--- src/hw/wdt_pkg.sv ---
package wdt_pkg;

  // ****************************************
  // register map
  // ****************************************
  // printed offset is not word aligned, so it is an index
  localparam logic [7:0] CTL_INDEX = 8'h21;
  localparam logic [11:0] CTL_ADDR = {2'h0, CTL_INDEX, 2'h0};
  localparam logic [7:0] CTL_RESET = 8'h00;

  // ****************************************
  // control register fields
  // ****************************************
  localparam int SEL_LSB = 0;
  localparam int SEL_W = 3;
  localparam int ENABLE_BIT = 3;
  localparam int TURNOFF_BIT = 4;
  localparam int CTL_W = 5;

  // ****************************************
  // timing
  // ****************************************
  localparam logic [2:0] TURNOFF_CYCLES = 3'h4;
  // shortest period in watchdog oscillator ticks (16K)
  localparam int unsigned BASE_TICKS = 16384;
  localparam int CNT_W = 22;

endpackage

--- src/hw/wdt_counter.sv ---
`timescale 1ns/1ps
module wdt_counter #(
  parameter int unsigned BASE = wdt_pkg::BASE_TICKS
) (
  // clock and reset
  input wire logic clk_sys_i,
  input wire logic reset_i,
  // control
  input wire logic tick_i,
  input wire logic enable_i,
  input wire logic clear_i,
  input wire logic [2:0] sel_i,
  // status
  output logic expire_o
);

  typedef struct packed {
    logic [wdt_pkg::CNT_W-1:0] cnt;
    logic expire;
  } cnt_state_t;

  cnt_state_t s_r;
  cnt_state_t s_nxt;
  logic [wdt_pkg::CNT_W-1:0] last;
  localparam logic [wdt_pkg::CNT_W-1:0] BASE_C = BASE[wdt_pkg::CNT_W-1:0];

  // ****************************************
  // period select: each code doubles the period
  // ****************************************
  assign last = (BASE_C << sel_i) - 22'h000001;

  always_comb begin
    s_nxt = s_r;
    s_nxt.expire = 1'b0;
    if (clear_i) begin
      s_nxt.cnt = '0;
    end else if (enable_i && tick_i) begin
      if (s_r.cnt >= last) begin
        s_nxt.cnt = '0;
        s_nxt.expire = 1'b1;
      end else begin
        s_nxt.cnt = s_r.cnt + 22'h000001;
      end
    end
  end

  always_ff @(posedge clk_sys_i) begin
    if (reset_i) begin
      s_r <= '0;
    end else begin
      s_r <= s_nxt;
    end
  end

  assign expire_o = s_r.expire;
endmodule

--- src/hw/wdt_top.sv ---
`timescale 1ns/1ps
// Functional notes
// counter advances only on ticks of its own oscillator, not cpu clock
// kick instruction restarts the count from zero
// enabled watchdog reaching period end resets the device
// select code 000 gives 16K ticks, each step doubles, up to 2048K
// watchdog runs while enable is one, idle while zero
// clearing enable works only while turn-off enable is one
// hardware clears turn-off enable four cycles after it is set
// software starts a disable by writing both bits one together
// software writes enable zero within four cycles to finish disabling
// bits 7..5 of control ignore writes and read zero
// software should kick before enabling; else first period may be short
// enabled watchdog keeps counting in sleep and its reset wakes device
// watchdog reset clears control register and restarts the counter
module wdt_top #(
  parameter int unsigned BASE_TICKS = wdt_pkg::BASE_TICKS
) (
  // clock and reset
  input wire logic clk_sys_i,
  input wire logic reset_i,
  // apb slave
  input wire logic psel_i,
  input wire logic penable_i,
  input wire logic pwrite_i,
  input wire logic [11:0] paddr_i,
  input wire logic [31:0] pwdata_i,
  output logic [31:0] prdata_o,
  output logic pready_o,
  output logic pslverr_o,
  // core side
  input wire logic osc_tick_i,
  input wire logic kick_instruction_i,
  input wire logic sleep_i,
  output logic wdt_reset_o
);

  typedef struct packed {
    logic en;
    logic toe;
    logic [2:0] sel;
    logic [2:0] toe_cnt;
    logic [31:0] rdata;
    logic ready;
    logic err;
    logic wdt_rst;
  } ctl_state_t;

  ctl_state_t s_r;
  ctl_state_t s_nxt;
  logic hit;
  logic wr_acc;
  logic expire;

  // ****************************************
  // apb decode
  // ****************************************
  assign hit = paddr_i == wdt_pkg::CTL_ADDR;
  // writes land only at the edge where pready is seen high
  assign wr_acc = psel_i && penable_i && s_r.ready && pwrite_i && hit;

  // ****************************************
  // period counter
  // ****************************************
  // sleep is deliberately not an input: counting goes on in sleep
  wdt_counter #(
    .BASE(BASE_TICKS)
  ) u_counter (
    .clk_sys_i(clk_sys_i),
    .reset_i(reset_i),
    .tick_i(osc_tick_i),
    .enable_i(s_r.en),
    .clear_i(kick_instruction_i || s_r.wdt_rst),
    .sel_i(s_r.sel),
    .expire_o(expire)
  );

  // ****************************************
  // control register and bus answer
  // ****************************************
  always_comb begin
    s_nxt = s_r;
    s_nxt.ready = psel_i && penable_i && !s_r.ready;
    s_nxt.err = 1'b0;
    s_nxt.rdata = '0;
    s_nxt.wdt_rst = 1'b0;
    if (s_nxt.ready) begin
      if (hit) begin
        s_nxt.rdata = {27'h0, s_r.toe, s_r.en, s_r.sel};
      end else begin
        s_nxt.err = 1'b1;
      end
    end
    if (s_r.toe) begin
      if (s_r.toe_cnt == 3'h1) begin
        s_nxt.toe = 1'b0;
      end
      s_nxt.toe_cnt = s_r.toe_cnt - 3'h1;
    end
    if (wr_acc) begin
      s_nxt.sel = pwdata_i[wdt_pkg::SEL_LSB +: wdt_pkg::SEL_W];
      if (pwdata_i[wdt_pkg::TURNOFF_BIT]) begin
        s_nxt.toe = 1'b1;
        s_nxt.toe_cnt = wdt_pkg::TURNOFF_CYCLES;
      end
      if (pwdata_i[wdt_pkg::ENABLE_BIT]) begin
        s_nxt.en = 1'b1;
      end else if (s_r.toe) begin
        s_nxt.en = 1'b0;
      end
    end
    // timeout outranks a write in the same cycle
    if (expire) begin
      s_nxt.en = 1'b0;
      s_nxt.toe = 1'b0;
      s_nxt.sel = '0;
      s_nxt.toe_cnt = '0;
      s_nxt.wdt_rst = 1'b1;
    end
  end

  always_ff @(posedge clk_sys_i) begin
    if (reset_i) begin
      s_r <= '0;
    end else begin
      s_r <= s_nxt;
    end
  end

  assign prdata_o = s_r.rdata;
  assign pready_o = s_r.ready;
  assign pslverr_o = s_r.err;
  assign wdt_reset_o = s_r.wdt_rst;
endmodule

--- config.mk ---
export PLATFORM = sky130hd
export DESIGN_NAME = wdt_top
export DESIGN_NICKNAME = d
export VERILOG_FILES = /design/src/hw/wdt_pkg.sv /design/src/hw/wdt_counter.sv /design/src/hw/wdt_top.sv
export SDC_FILE = /design/constraint.sdc
export NUM_CORES = 1
export LEC_CHECK = 0
export BUFFER_PORTS_ARGS = -buffer_cell sky130_fd_sc_hd__buf_2
export CAP_MARGIN = 0
export CORE_ASPECT_RATIO = 0.6
export CORE_MARGIN = 4
export CORE_UTILIZATION = 48
export DETAILED_ROUTE_END_ITERATION = 16
export PLACE_DENSITY = 0.79
export REMOVE_ABC_BUFFERS = 1
export SKIP_CTS_REPAIR_TIMING = 1
export SLEW_MARGIN = 20
export SYNTH_ARGS = -nofsm -noshare
export SYNTH_HDL_FRONTEND = slang
export SYNTH_SLANG_ARGS = --single-unit
--- constraint.sdc ---
create_clock -name clk_sys_i -period 2.4 [get_ports clk_sys_i]
set_clock_uncertainty 0.1 [all_clocks]
set_input_delay 0.48 -clock clk_sys_i [delete_from_list [all_inputs] [get_ports clk_sys_i]]
set_output_delay 0.48 -clock clk_sys_i [all_outputs]
set_load 0.005 [all_outputs]
==> results_tabular.tex <==
\begin{tabular}{lr}
\hline
Metric & Value \\
\hline
\multicolumn{2}{l}{\textbf{Yosys}} \\
Synth top area share & 37.3\% \\
Compound-gate portion of the synthesized area & 4.43\% \\
Adder-Cell Fraction of Synth Area & 6.58\% \\
Area share of and/or/nand/nor cells after synthesis & 25.9\% \\
Sequential fraction of the synthesis area & 37.3\% \\
Avg Inst Size Synth & 8.57 um\^{}2 \\
Synth unique cells & 34 \\
Synth area leader & sky130\_fd\_sc\_hd\_\_dfxtp\_1 \\
Area of the mapped netlist & 2090 um\^{}2 \\
Ranking of synthesized cells by area & sky130\_fd\_sc\_hd\_\_dfxtp\_1, sky130\_fd\_sc\_hd\_\_buf\_4, sky130\_fd\_sc\_hd\_\_xnor2\_1 \\
Dominant combinational cell family by area after synthesis & simple AND/OR/NAND/NOR gates \\
Post-synthesis instance total & 244 \\
Share of synthesized area spent on multiplexers & 0.958\% \\
Number of warnings issued by yosys & 0 \\
Flops \& latches, synth & 39 \\
XOR/XNOR Fraction of Synth Area & 9.63\% \\
\multicolumn{2}{l}{\textbf{Pwr}} \\
Part of the power in registers & between 50\% and 60\% \\
Net switching fraction of the power & 21.8\% \\
Comb pwr share & 4.5\% \\
Leakage power & slightly above 0.9 nW \\
Internal Power & 0.000932 W \\
Pwr per Cell Area & 522 nW/um\^{}2 \\
Worst ir drop on vdd & approximately 0.00024 V \\
Reported net switching power & 0.000260 W \\
Share of total power in the clock network & approximately two fifths \\
\multicolumn{2}{l}{\textbf{GRT}} \\
Global Route met1 Usage & roughly a fifth \\
First-pass GRT wire length & just over 6000 um \\
Met3 Resource Use GR & 3.93\% \\
Vias in the first global route & $\sim$1.4k \\
Highest-utilization routing layer at the global route stage & met2 \\
Total Routing Usage GR & 14.0\% \\
Antenna violations before repair & 0 \\
Maximum number of pins on one net before global-route repair & 17 \\
Remaining global-route overflow & 0 \\
Met2 track demand over resource & 22.1\% \\
\multicolumn{2}{l}{\textbf{Hold path}} \\
Worst hold path stage count & 2 \\
Start point of the worst hold path & reset\_i \\
Hold endpoint & wdt\_reset\_o \\
Class of the worst hold path & in -> reg \\
\multicolumn{2}{l}{\textbf{Worst setup path}} \\
Depth of the worst register-to-register path & 8 \\
Type of element launching the critical path & flip-flop \\
Critical path class & reg -> reg \\
WP data required & 2.52 ns \\
Setup slack of the worst register-to-register path & 0.19 ns \\
Worst r2r src & s\_r[38] \\
Largest stage delay, worst path & 0.44 ns \\
Max stage delay cell, worst path & sky130\_fd\_sc\_hd\_\_dfxtp\_1 \\
Nature of the critical path endpoint & flip-flop \\
Ordered list of cells on the worst path & o21ai\_0 -> ha\_1 -> nand4\_1 -> nor2\_1 -> a22oi\_2 -> or3b\_1 -> buf\_12 -> a21oi\_1 \\
Worst-path fanout max & 16 \\
Reg-to-Reg End & u\_counter.s\_r[2] \\
Arr. time, crit path & 2.33 ns \\
Critical path startpoint & s\_r[38] \\
\multicolumn{2}{l}{\textbf{Routing}} \\
Via Count & 1,588 \\
DRT Wirelength & 3790 um \\
Initial detailed-routing violation count & 72 \\
First-pass detailed-route iteration total & 4 \\
Final routed DRC violation total & 0 \\
Via/cell ratio & 4.74 \\
Post-detailed-route count of antenna-violating nets & 0 \\
Final routed wire length divided by cell count & 11.3 um \\
\multicolumn{2}{l}{\textbf{Clock tree}} \\
Clock buffer count from CTS & 5 \\
Longest Clk Path Bufs & 2 \\
Clock root buffer & sky130\_fd\_sc\_hd\_\_clkbuf\_8 \\
Clock tree from TritonCTS & yes \\
Worst-path clk slew & about 0.08 ns \\
Level count of the clock H-tree & 2 \\
Clock sinks & 39 \\
Clock network latency to the later pin of the worst-skew pair & just under 0.3 ns \\
\multicolumn{2}{l}{\textbf{STA}} \\
Fin. Hold Viols & 0 \\
Unrepaired setup endpoints after global routing & no \\
Final setup violating endpoints & 0 \\
Maximum clock rate & 0.453 GHz \\
Sum of negative setup slack & 0 ns \\
Ratio of final minimum period to clock period & 92.0\% \\
Shortest clock period the worst path allows after layout & 2.21 ns \\
Pins Over Slew Limit & 0 \\
Minimum hold slack & approximately 0.30 ns \\
\multicolumn{2}{l}{\textbf{Finish}} \\
Net count reported at finish & 337 \\
Synthesis-to-finish area growth & 9.10\% \\
Area of the multi-input gates & 1100 um\^{}2 \\
Share of cells above drive strength 1 & 18.9\% \\
Flip-flop and latch area & just under 800 um\^{}2 \\
FILL cells & 396 \\
Final core utilization & 55.0\% \\
Antenna Diode Count & 0 \\
\multicolumn{2}{l}{\textbf{Placed design}} \\
I/O Buffers & 31 \\
Half-perimeter wire length of the detailed placement result & approximately 3000 um \\
Routability congestion estimate from global placement & 0.771 \\
\multicolumn{2}{l}{\textbf{Die}} \\
Full die area & 5510 um\^{}2 \\
Count of pins on the block boundary & 87 \\
Placeable core region & between 4000 and 5000 um\^{}2 \\
Initial standard-cell utilization of the core & 50.5\% \\
X dimension of the die & about 93 um \\
Std cell rows & 18 \\
Vertical die dimension & 59.1 um \\
\multicolumn{2}{l}{\textbf{Outcome}} \\
Outcome & finished clean \\
\multicolumn{2}{l}{\textbf{Run}} \\
Number of max-cap violations & 0 \\
\hline
\end{tabular}
## cells in the final DEF (no fill, tap or decap), drive strengths merged, types with 2 or more instances in the layout
master,n
xor2,7
nor3,9
xnor2,16
nand4,9
a21oi,10
or4,2
nor2b,3
nor2,36
or4b,2
or2,2
mux2i,2
nor4,5
nand2b,2
nand3,5
dfxtp,39
ha,11
nand2,22
conb,28
o21ai,4
buf,34
and3,5
or3,2
inv,7
a22oi,2
clkbuf,7
## worst max path at each step
stage | end | slack, ns | cells past startpoint
6_report | u_counter.s_r[2] | 0.19 | 8
5_1_grt | u_counter.s_r[18] | 0.008 | 6
4_1_cts | u_counter.s_r[2] | 0.05 | 8
3_5_place_dp | u_counter.s_r[2] | 0.11 | 8
3_3_place_gp | s_r[36] | 0.12 | 7
2_1_floorplan | s_r[36] | 0.24 | 5
## critical path: cells and delay by family (launching register included)
| family | cells | cell delay (ns) |
|---|---|---|
| compound gates | 3 | 0.46 |
| fa+ha+maj | 1 | 0.30 |
| buf+inv | 1 | 0.17 |
| flops | 1 | 0.44 |
| simple gates | 3 | 0.68 |
## cell usage after synthesis
library cell,count
sky130_fd_sc_hd__xnor2_1,16
sky130_fd_sc_hd__nor4_1,3
sky130_fd_sc_hd__dfxtp_1,39
sky130_fd_sc_hd__mux2i_1,2
sky130_fd_sc_hd__and2_1,1
sky130_fd_sc_hd__nor3_1,9
sky130_fd_sc_hd__ha_1,11
sky130_fd_sc_hd__buf_6,1
sky130_fd_sc_hd__or4b_2,2
sky130_fd_sc_hd__nor2_1,36
sky130_fd_sc_hd__nand3_1,5
sky130_fd_sc_hd__nor4_4,1
sky130_fd_sc_hd__nand4_1,8
sky130_fd_sc_hd__buf_4,32
sky130_fd_sc_hd__and3_1,5
sky130_fd_sc_hd__nand2_1,22
sky130_fd_sc_hd__a22oi_1,2
sky130_fd_sc_hd__nand4_2,1
sky130_fd_sc_hd__buf_2,1
sky130_fd_sc_hd__or2_2,2
sky130_fd_sc_hd__or3_1,2
sky130_fd_sc_hd__buf_12,1
sky130_fd_sc_hd__xor2_1,7
sky130_fd_sc_hd__nor2b_1,3
sky130_fd_sc_hd__or4_1,2
sky130_fd_sc_hd__o21ai_0,4
sky130_fd_sc_hd__a21oi_1,10
sky130_fd_sc_hd__a211oi_1,1
sky130_fd_sc_hd__clkbuf_1,2
sky130_fd_sc_hd__or3b_1,1
sky130_fd_sc_hd__nor4_2,1
sky130_fd_sc_hd__nand2b_1,2
sky130_fd_sc_hd__inv_1,7
sky130_fd_sc_hd__conb_1,2
## area by class of cell
class,instances,area share (%)
Inverter,7,1.15
Clock buffer,7,4.22
Clock inverter,1,0.329
Tap cell,60,3.29
Multi-Input combinational cell,187,48.3
Sequential cell,39,34.3
Timing Repair Buffer,34,8.34
## power groups by stage
stage	combinational [W]	sequential (W)	clock (W)
global route	0.0000610	0.000648	0.000527
finish	0.0000538	0.000648	0.000489
floorplan	0.0000241	0.000664	0
CTS	0.0000529	0.000648	0.000503
detailed placement	0.0000528	0.000664	0
global placement	0.0000518	0.000664	0
## metrics by stage
step                      instance area, um^2  setup slack, ns  std cells  total power (W)
after floorplan                          1900            0.241        233         0.000688
after global placement                   2170            0.125        327         0.000715
after detailed placement                 2170            0.108        327         0.000716
after CTS                                2270           0.0490        335          0.00120
after global routing                     2280          0.00801        335          0.00124
final                                    2280            0.191        335          0.00119
## per-layer routing
layer	routed length, um	vias up
li1	-	816
met1	1860	734
met2	1710	35
met3	197	3
met4	23	0
met5	0	-
## state kept, by name (all words and copies together), names as in the netlist
register	flops
wdt_reset_o	1
s_r	8
pready_o	1
pslverr_o	1
u_counter.s_r	22
prdata_o	5
u_counter.expire_o	1
## cell families (layout without fill, tap and decap cells)
logic type | count (synthesis) | count (layout)
flip-flops | 39 | 39
other | 2 | 28
AND/OR/NAND/NOR | 106 | 106
AO/OA/AOI/OAI | 17 | 17
multiplexers | 2 | 2
buffers and inverters | 44 | 49
adder cells (fa/ha/maj) | 11 | 11
XOR/XNOR | 23 | 23
Note: power is estimated with default switching activity, not from simulation.
